## src/hdl/xsm_pkg.sv

```systemverilog
// Package of constants for the extended-state enable mask block.
package xsm_pkg;

  // ----------------------------------------------------------------
  // Enable mask layout and reset value
  // ----------------------------------------------------------------
  localparam int MASK_W = 64;
  localparam int BIT_SCALAR_FP = 0;
  localparam int BIT_VECTOR = 1;
  localparam int BIT_WIDE_VECTOR = 2;
  localparam int BIT_PROFILING = 62;
  localparam int BIT_EXPANSION = 63;
  localparam int RSVD_LO = 3;
  localparam int RSVD_HI = 63;
  localparam logic [63:0] MASK_RESET = 64'h0000_0000_0000_0001;
  localparam logic [63:0] MASK_RSVD = 64'hBFFF_FFFF_FFFF_FFF8;
  localparam logic [1:0] BAD_VEC_PAIR = 2'h2;
  localparam logic [1:0] WIDE_VEC_PAIR = 2'h3;

  // ----------------------------------------------------------------
  // Extended control register space and privilege
  // ----------------------------------------------------------------
  localparam logic [31:0] XREG_IDX_MASK = 32'h0000_0000;
  localparam logic [1:0] RING_KERNEL = 2'h0;
  localparam int OS_MGMT_ENABLE_BIT = 18;

  // ----------------------------------------------------------------
  // Component support reported by the feature query
  // ----------------------------------------------------------------
  localparam logic [63:0] SUPPORTED_MASK = 64'h4000_0000_0000_0007;
  localparam logic OPT_SAVE_SUPPORTED = 1'h1;
  localparam logic [31:0] SUBFN_SIZES = 32'h0000_0000;
  localparam logic [31:0] SUBFN_FEATURES = 32'h0000_0001;
  localparam int OPT_SAVE_RESULT_BIT = 0;

  // ----------------------------------------------------------------
  // Fixed save-area layout, byte offsets and sizes
  // ----------------------------------------------------------------
  localparam logic [31:0] LEGACY_SIZE = 32'h0000_0200;
  localparam logic [31:0] HEADER_OFS = 32'h0000_0200;
  localparam logic [31:0] HEADER_SIZE = 32'h0000_0040;
  localparam logic [31:0] WIDE_VEC_OFS = 32'h0000_0240;
  localparam logic [31:0] WIDE_VEC_SIZE = 32'h0000_0100;
  localparam logic [31:0] PROFILING_OFS = 32'h0000_0340;
  localparam logic [31:0] PROFILING_SIZE = 32'h0000_0080;
  localparam logic [11:0] SW_AREA_FIRST = 12'h1D0;
  localparam logic [11:0] SW_AREA_LAST = 12'h1FF;

  // ----------------------------------------------------------------
  // State operation kinds
  // ----------------------------------------------------------------
  typedef enum logic [1:0] {
    XSM_OP_SAVE,
    XSM_OP_SAVE_OPT,
    XSM_OP_RESTORE,
    XSM_OP_NONE
  } xsm_op_t;

endpackage : xsm_pkg

```

## src/hdl/xsm_enable_mask.sv

```systemverilog
// Extended-state enable mask register with its access checks and state-operation gating.
//
// Notes on behaviour
// - Reset leaves the enable mask holding only bit 0 set.
// - Write faults if bits 63 or 61:3 nonzero, bit 0 clear, or bits 2:1 equal 10.
// - Bits 63 and 61:3 are reserved and must stay zero.
// - Bit 62 enables the profiling extension and its state handling.
// - Bit 2 enables wide vector state; needed for the wide vector extension.
// - Bit 1 enables vector state; required with bit 2 and for wide vectors.
// - Bit 0 selects scalar floating-point state and always reads one.
// - The mask is extended control register 0, read and written by operations.
// - Reads allowed at any ring; writes only at ring 0.
// - Save and restore act on operand mask ANDed with the enable mask.
// - Wide vector instruction without OS enablement raises undefined-opcode fault.
// - Control register four bit 18 gates the read and write operations.
// - Save-area offsets are fixed and never compacted around absent components.
// - Upper vector bits survive mode changes; restore may update them anywhere.
// - Supported mask reports bits 0, 1, 2 and 62 for the four components.
// - Query subfunction 0 first result gives save size for enabled components.
// - Query subfunction 1 reports optimized save support in a result bit.
// - The 64-byte header with the saved-component vector sits at byte 512.
// - Restore initialises selected components whose saved bit is clear.
`timescale 1ns/1ns
`default_nettype none

module xsm_enable_mask (
  input wire logic clk,                                // 100 MHz core clock.
  input wire logic rst,                                // Synchronous reset, active high.
  input wire logic [31:0] control_register_four,       // Current control register four.
  input wire logic [1:0] priv_ring,                    // Current privilege ring.
  input wire logic xreg_rd_req,                        // Control register read operation pulse.
  input wire logic xreg_wr_req,                        // Control register write operation pulse.
  input wire logic [31:0] xreg_index,                  // Extended control register index.
  input wire logic [63:0] xreg_wr_data,                // Value to write.
  output logic [63:0] xreg_rd_data,                    // Value read, registered.
  output logic xreg_done,                              // Access completed without fault.
  output logic protection_fault,                       // Protection fault pulse.
  output logic undefined_opcode_fault,                 // Undefined-opcode fault pulse.
  output logic [63:0] feature_state_enable_mask,       // Current enable mask.
  output logic profiling_state_enable,                 // Profiling extension enabled.
  output logic wide_vector_usable,                     // Wide vector extension usable.
  input wire logic wide_vec_exec,                      // Wide vector instruction issued.
  input wire logic state_op_req,                       // Save or restore operation pulse.
  input wire logic [1:0] state_op_kind,                // Operation kind, xsm_op_t coding.
  input wire logic [63:0] operand_mask_pair,           // Instruction mask operand.
  input wire logic [63:0] saved_component_vector,      // Header vector read from the image.
  output logic state_op_done,                          // Operation answer pulse.
  output logic [63:0] op_select_mask,                  // Components the operation handles.
  output logic [63:0] op_load_mask,                    // Restore: load from memory.
  output logic [63:0] op_init_mask,                    // Restore: set initial values.
  output logic [63:0] op_saved_vector_set,             // Save: header bits to set.
  output logic upper_vector_write_en,                  // Upper vector bits may be written.
  input wire logic [11:0] image_byte_offset,           // Save-image byte being restored.
  output logic image_byte_ignored,                     // That byte is skipped by restore.
  input wire logic query_req,                          // Feature query pulse.
  input wire logic [31:0] query_subfn,                 // Feature query subfunction.
  output logic query_done,                             // Query answer pulse.
  output logic [31:0] query_result_a,                  // First result register.
  output logic [31:0] query_result_b,                  // Second result register.
  output logic [31:0] query_result_c,                  // Third result register.
  output logic [31:0] query_result_d                   // Fourth result register.
);

  // ----------------------------------------------------------------
  // Decoding used by the write check and the feature query
  // ----------------------------------------------------------------

  // True when a candidate mask breaks the encoding constraints.
  function automatic logic mask_invalid(input logic [63:0] m);
    logic bad;
    bad = 1'b0;
    if ((m & xsm_pkg::MASK_RSVD) != 64'h0000_0000_0000_0000) begin
      bad = 1'b1;
    end
    if (!m[xsm_pkg::BIT_SCALAR_FP]) begin
      bad = 1'b1;
    end
    if (m[xsm_pkg::BIT_WIDE_VECTOR:xsm_pkg::BIT_VECTOR] == xsm_pkg::BAD_VEC_PAIR) begin
      bad = 1'b1;
    end
    if ((m & ~xsm_pkg::SUPPORTED_MASK) != 64'h0000_0000_0000_0000) begin
      bad = 1'b1;
    end
    return bad;
  endfunction : mask_invalid

  // Byte size of the save area for a given set of enabled components.
  function automatic logic [31:0] area_size(input logic [63:0] m);
    logic [31:0] sz;
    sz = xsm_pkg::HEADER_OFS + xsm_pkg::HEADER_SIZE;
    // Offsets are fixed, so a gap stays where a component is absent.
    if (m[xsm_pkg::BIT_WIDE_VECTOR]) begin
      sz = xsm_pkg::WIDE_VEC_OFS + xsm_pkg::WIDE_VEC_SIZE;
    end
    if (m[xsm_pkg::BIT_PROFILING]) begin
      sz = xsm_pkg::PROFILING_OFS + xsm_pkg::PROFILING_SIZE;
    end
    return sz;
  endfunction : area_size

  // ----------------------------------------------------------------
  // State
  // ----------------------------------------------------------------
  logic [63:0] mask_q, mask_d;
  logic [63:0] rd_data_q, rd_data_d;
  logic done_q, done_d;
  logic pf_q, pf_d;
  logic uf_q, uf_d;
  logic op_done_q, op_done_d;
  logic [63:0] sel_q, sel_d;
  logic [63:0] load_q, load_d;
  logic [63:0] init_q, init_d;
  logic [63:0] setv_q, setv_d;
  logic upper_q, upper_d;
  logic ign_q, ign_d;
  logic qdone_q, qdone_d;
  logic [31:0] qa_q, qa_d;
  logic [31:0] qb_q, qb_d;
  logic [31:0] qc_q, qc_d;
  logic [31:0] qd_q, qd_d;
  logic os_en;
  logic idx_ok;
  logic [63:0] op_sel;

  assign os_en = control_register_four[xsm_pkg::OS_MGMT_ENABLE_BIT];
  assign idx_ok = (xreg_index == xsm_pkg::XREG_IDX_MASK);
  assign op_sel = operand_mask_pair & mask_q;

  // ----------------------------------------------------------------
  // Control register access and wide vector fault
  // ----------------------------------------------------------------

  // Access requests are answered one cycle later; a read and a write
  // in the same cycle are treated as the write only.
  always_comb begin
    mask_d = mask_q;
    rd_data_d = rd_data_q;
    done_d = 1'b0;
    pf_d = 1'b0;
    uf_d = 1'b0;
    if (xreg_wr_req) begin
      if (!os_en) begin
        uf_d = 1'b1;
      end else if (priv_ring != xsm_pkg::RING_KERNEL || !idx_ok) begin
        pf_d = 1'b1;
      end else if (mask_invalid(xreg_wr_data)) begin
        pf_d = 1'b1;
      end else begin
        mask_d = xreg_wr_data;
        done_d = 1'b1;
      end
      // On a fault mask_d keeps its held value.
    end else if (xreg_rd_req) begin
      if (!os_en) begin
        uf_d = 1'b1;
      end else if (!idx_ok) begin
        pf_d = 1'b1;
      end else begin
        // Any ring may read.
        rd_data_d = mask_q | xsm_pkg::MASK_RESET;
        done_d = 1'b1;
      end
    end
    // The wide vector unit needs the OS enable plus both vector bits.
    if (wide_vec_exec && !(os_en &&
        mask_q[xsm_pkg::BIT_WIDE_VECTOR:xsm_pkg::BIT_VECTOR] == xsm_pkg::WIDE_VEC_PAIR)) begin
      uf_d = 1'b1;
    end
  end

  always_ff @(posedge clk) begin
    if (rst) begin
      mask_q <= xsm_pkg::MASK_RESET;
      rd_data_q <= 64'h0000_0000_0000_0000;
      done_q <= 1'b0;
      pf_q <= 1'b0;
      uf_q <= 1'b0;
    end else begin
      mask_q <= mask_d;
      rd_data_q <= rd_data_d;
      done_q <= done_d;
      pf_q <= pf_d;
      uf_q <= uf_d;
    end
  end

  // ----------------------------------------------------------------
  // Save and restore component selection
  // ----------------------------------------------------------------

  // Masks hold their last value between operations so the data path can
  // sample them at leisure after the done pulse.
  always_comb begin
    op_done_d = 1'b0;
    sel_d = sel_q;
    load_d = load_q;
    init_d = init_q;
    setv_d = setv_q;
    upper_d = 1'b0;
    if (state_op_req && state_op_kind != xsm_pkg::XSM_OP_NONE) begin
      op_done_d = 1'b1;
      sel_d = op_sel;
      if (state_op_kind == xsm_pkg::XSM_OP_RESTORE) begin
        load_d = op_sel & saved_component_vector;
        init_d = op_sel & ~saved_component_vector;
        setv_d = 64'h0000_0000_0000_0000;
        // Only restore touches the upper vector half, in any mode;
        // mode transitions never raise this enable.
        upper_d = op_sel[xsm_pkg::BIT_WIDE_VECTOR];
      end else begin
        load_d = 64'h0000_0000_0000_0000;
        init_d = 64'h0000_0000_0000_0000;
        setv_d = op_sel;
      end
    end
  end

  always_ff @(posedge clk) begin
    if (rst) begin
      op_done_q <= 1'b0;
      sel_q <= 64'h0000_0000_0000_0000;
      load_q <= 64'h0000_0000_0000_0000;
      init_q <= 64'h0000_0000_0000_0000;
      setv_q <= 64'h0000_0000_0000_0000;
      upper_q <= 1'b0;
    end else begin
      op_done_q <= op_done_d;
      sel_q <= sel_d;
      load_q <= load_d;
      init_q <= init_d;
      setv_q <= setv_d;
      upper_q <= upper_d;
    end
  end

  // ----------------------------------------------------------------
  // Software area check and feature query
  // ----------------------------------------------------------------

  // The software area lies inside the legacy region, so restore simply
  // skips it rather than loading reserved content into live state.
  always_comb begin
    ign_d = (image_byte_offset >= xsm_pkg::SW_AREA_FIRST) &&
            (image_byte_offset <= xsm_pkg::SW_AREA_LAST);
    qdone_d = query_req;
    qa_d = qa_q;
    qb_d = qb_q;
    qc_d = qc_q;
    qd_d = qd_q;
    if (query_req) begin
      qa_d = 32'h0000_0000;
      qb_d = 32'h0000_0000;
      qc_d = 32'h0000_0000;
      qd_d = 32'h0000_0000;
      if (query_subfn == xsm_pkg::SUBFN_SIZES) begin
        qa_d = area_size(mask_q);
        qb_d = area_size(xsm_pkg::SUPPORTED_MASK);
        qc_d = xsm_pkg::SUPPORTED_MASK[31:0];
        qd_d = xsm_pkg::SUPPORTED_MASK[63:32];
      end else if (query_subfn == xsm_pkg::SUBFN_FEATURES) begin
        qa_d[xsm_pkg::OPT_SAVE_RESULT_BIT] = xsm_pkg::OPT_SAVE_SUPPORTED;
      end
    end
  end

  always_ff @(posedge clk) begin
    if (rst) begin
      ign_q <= 1'b0;
      qdone_q <= 1'b0;
      qa_q <= 32'h0000_0000;
      qb_q <= 32'h0000_0000;
      qc_q <= 32'h0000_0000;
      qd_q <= 32'h0000_0000;
    end else begin
      ign_q <= ign_d;
      qdone_q <= qdone_d;
      qa_q <= qa_d;
      qb_q <= qb_d;
      qc_q <= qc_d;
      qd_q <= qd_d;
    end
  end

  // ----------------------------------------------------------------
  // Outputs
  // ----------------------------------------------------------------
  assign xreg_rd_data = rd_data_q;
  assign xreg_done = done_q;
  assign protection_fault = pf_q;
  assign undefined_opcode_fault = uf_q;
  assign feature_state_enable_mask = mask_q;
  assign profiling_state_enable = mask_q[xsm_pkg::BIT_PROFILING];
  assign wide_vector_usable = os_en &&
    (mask_q[xsm_pkg::BIT_WIDE_VECTOR:xsm_pkg::BIT_VECTOR] == xsm_pkg::WIDE_VEC_PAIR);
  assign state_op_done = op_done_q;
  assign op_select_mask = sel_q;
  assign op_load_mask = load_q;
  assign op_init_mask = init_q;
  assign op_saved_vector_set = setv_q;
  assign upper_vector_write_en = upper_q;
  assign image_byte_ignored = ign_q;
  assign query_done = qdone_q;
  assign query_result_a = qa_q;
  assign query_result_b = qb_q;
  assign query_result_c = qc_q;
  assign query_result_d = qd_q;

endmodule : xsm_enable_mask

`default_nettype wire

```

## config.mk

```make
export PLATFORM = sky130hd
export DESIGN_NAME = xsm_enable_mask
export DESIGN_NICKNAME = d
export VERILOG_FILES = /design/src/hdl/xsm_pkg.sv /design/src/hdl/xsm_enable_mask.sv
export SDC_FILE = /design/constraint.sdc
export NUM_CORES = 1
export LEC_CHECK = 0
export BUFFER_PORTS_ARGS = -buffer_cell sky130_fd_sc_hd__buf_2
export CAP_MARGIN = 25
export CORE_AREA = 2 2 326 328
export DETAILED_ROUTE_END_ITERATION = 8
export DIE_AREA = 0 0 328 330
export PLACE_DENSITY_LB_ADDON = 0.05
export SYNTH_ARGS = -nofsm -noshare
export SYNTH_HDL_FRONTEND = slang
export SYNTH_SLANG_ARGS = --single-unit
```

## constraint.sdc

```tcl
create_clock -name clk -period 2.1 [get_ports clk]
set_input_delay 0.21 -clock clk [delete_from_list [all_inputs] [get_ports clk]]
set_output_delay 0.21 -clock clk [all_outputs]
set_load 0.1 [all_outputs]
```

==> impl_metrics.yaml <==
outcome:
  outcome: "complete, no violations"
route:
  final_antenna_net_count: 0
  first_pass_iters: 5
  vias: 15900
  remaining_drc_errors: 0
  drt_iter0_markers: 807
  viasPerCell: 3.90
  drt-wirelength-per-cell_um: 19.7
  wirelength_mm: 80.3
die:
  core-area_um2: 105000
  initial_utilization_pct: 14.2
  pin_count: 832
  die_h_um: 330
  dieArea_um2: 108000
  die_width_um: 328
  rows: 119
logic_synthesis:
  ys_ff_latch: 395
  yosysMostFrequentCell: "dfxtp_1"
  yosysTopAreaCellShare_pct: 53.1
  yosysTopAreaCell: "dfxtp_1"
  yosys-top-cells-count: "dfxtp_1 (395), nand2_1 (323), a21oi_1 (262)"
  synth_cell_types: 34
  ys_seq_area_share_pct: 53.1
  synth_ff_type: "dfxtp_1"
  async_flop_share_pct: 0
  synth_edf_count: 0
  synthesis.area_um2: 14900
  syn_inst: 1751
  ys_top_cells_by_area: "dfxtp_1 (53%), a21oi_1 (8.8%), nand2_1 (8.1%)"
  yosys_warnings: 0
  avgSynthCellArea_um2: 8.50
grt:
  grt_antenna_before_repair: 2
  grt_pass1_vias: 15400
  grt_usage_pct: 14.2
  grt_pass1_wl_mm: 113
  grt-ovfl-total: 0
  grt_max_degree: 105
clock_network:
  clock-sinks: 395
  cts_tree: "built"
  postCtsSetupRepairBufs: 0
  clk_pin_slew_worst_paths_ns: 0.06
  cts_inserted_buffers: 54
  cts_root_buffer: "clkbuf_16"
  cts.htree.levels: 2
  clk_latency_ns: 0.63
  clk_path_buf_depth: 3
power:
  power_density_nw_per_um2: 796
  peakVddDrop_mv: 0.546
  leakagePower_nw: 9.96
placement:
  dp_hpwl_mm: 58.8
  globalplace.congestion: 0.908
  portBuffers: 681
run:
  maxCapViolations: 0
timing:
  finalClockSkew_ns: 0.0147
  max-slew-margin-rel_pct: 56.7
  fmax_mhz: 478
  hold_viol_final: 0
  setup_viol: 0
  final.min_clock_period_ns: 2.09
  worst_pin_slew_ns: 0.645
  hold_slack_ns: 0.0805
  slew_violations: 0
  rsz0062_at_grt: "no"
  fin_crit_sh_pct: 99.7
setup_path:
  crit_fanout: 5
  worst_setup_path_end_kind: "flip-flop"
  worstPathRequired_ns: 2.62
  worstSetupPathType: "in -> reg"
  start_kind: "primary input"
  arrival_ns: 2.61
min_path:
  hp-class: "in -> reg"
layout:
  syn2layout_area_growth_pct: 59.0
  final_nets: 2946
  fin_util_pct: 22.6
  layout-drive-gt1-share_pct: 31.9
[power breakdown]
part           leakage (nW)  switching (mW)  internal, mW  total [mW]
registers              3.18         0.00362          7.50        7.51
clock network         0.859            3.71          5.53        9.24
logic                  5.92            1.62         0.475        2.10
total                  9.96            5.34          13.5        18.8
[worst max-delay path, stage by stage]
cell and delay (ns):
buf_2 0.14, nor4_2 0.28, nand4_1 0.25, buf_4 0.23, or4_1 0.58, o31ai_1 0.25, a21oi_1 0.09, dlygate4sd3_1 0.58
[per-layer routing]
| layer | GRT usage, % | routed length, um | up-vias | part of all wire (%) |
|---|---|---|---|---|
| li1 | - | - | 7612 | - |
| met1 | 17.6 | 34400 | 7626 | 43 |
| met2 | 24.1 | 39100 | 533 | 49 |
| met3 | 3.53 | 4770 | 90 | 5.9 |
| met4 | 4.02 | 2050 | 0 | 2.5 |
| met5 | 0 | 0 | - | 0 |
[metrics by stage]
step	worst slack, ns	setup TNS [ns]	area [um^2]	total power [mW]	instances
after floorplan	0.147	0	15300	9.05	1865
after global placement	-0.227	-18.65	19900	9.56	3776
after detailed placement	-0.212	-14.98	19900	9.57	3776
after CTS	0.00533	0	23600	19.3	4066
after global routing	0.0119	0	23700	19.6	4067
final	0.00713	0	23700	18.8	4068
[state kept, by name, summed over array words and instances, names as in the netlist]
register                   count
op_select_mask                64
protection_fault               1
xreg_rd_data                  64
image_byte_ignored             1
query_done                     1
undefined_opcode_fault         1
xreg_done                      1
op_saved_vector_set           64
feature_state_enable_mask     64
op_load_mask                  64
op_init_mask                  64
query_result_a                 3
query_result_c                 1
state_op_done                  1
upper_vector_write_en          1
[cell type report]
class	count	area, um^2
Antenna cell	2	5.00
Clock buffer	85	1630
Clock inverter	11	133
Fill cell	11700	81000
Inverter	3	11.3
Multi-Input combinational cell	1229	6030
Sequential cell	395	7910
Tap cell	1391	1740
Timing Repair Buffer	952	6220
[repair_timing]
action | 4_1_cts | 5_1_grt
resized for setup | 0 | 3
hold buffers | 194 | 0
endpoints found under the hold margin | 287 | 0
setup endpoints to repair | 0 | 2
[kinds of logic (layout without fill, tap and decap cells)]
group / Yosys count / count (layout) / share of synthesized area [%]
buffers and inverters: 241 / 1051 / 9.59
other: 1 / 117 / 0.0252
AO/OA/AOI/OAI: 335 / 335 / 13.0
AND/OR/NAND/NOR: 779 / 779 / 24.2
flip-flops: 395 / 395 / 53.1
[final timing paths]
kind | endpoint | start | depth (start not counted) | slack, ns
setup / recovery | feature_state_enable_mask[62] | xreg_index[5] | 8 | 0.007
hold reg to reg | xreg_rd_data[26] | xreg_rd_data[26] | 2 | 0.45
setup reg to reg | op_load_mask[2] | feature_state_enable_mask[2] | 3 | 0.42
hold / removal | xreg_done | xreg_wr_req | 4 | 0.08
[layout by cell type, fill, tap and decap left out, types with 54 or more instances in the layout]
cell           Yosys  routed
nor3_1            69      69
a32oi_1           64      64
a21oi_1          262     261
nand4_1           71      71
nand3_1           65      65
nand2_1          323     322
dfxtp_1          395     395
and2_1            62      61
buf_4            125      55
conb_1             1     115
nor2_1           142     142
clkbuf_16          0      54
dlygate4sd3_1      0     194
buf_2              7     679
Note: power is estimated with default switching activity, not from simulation.
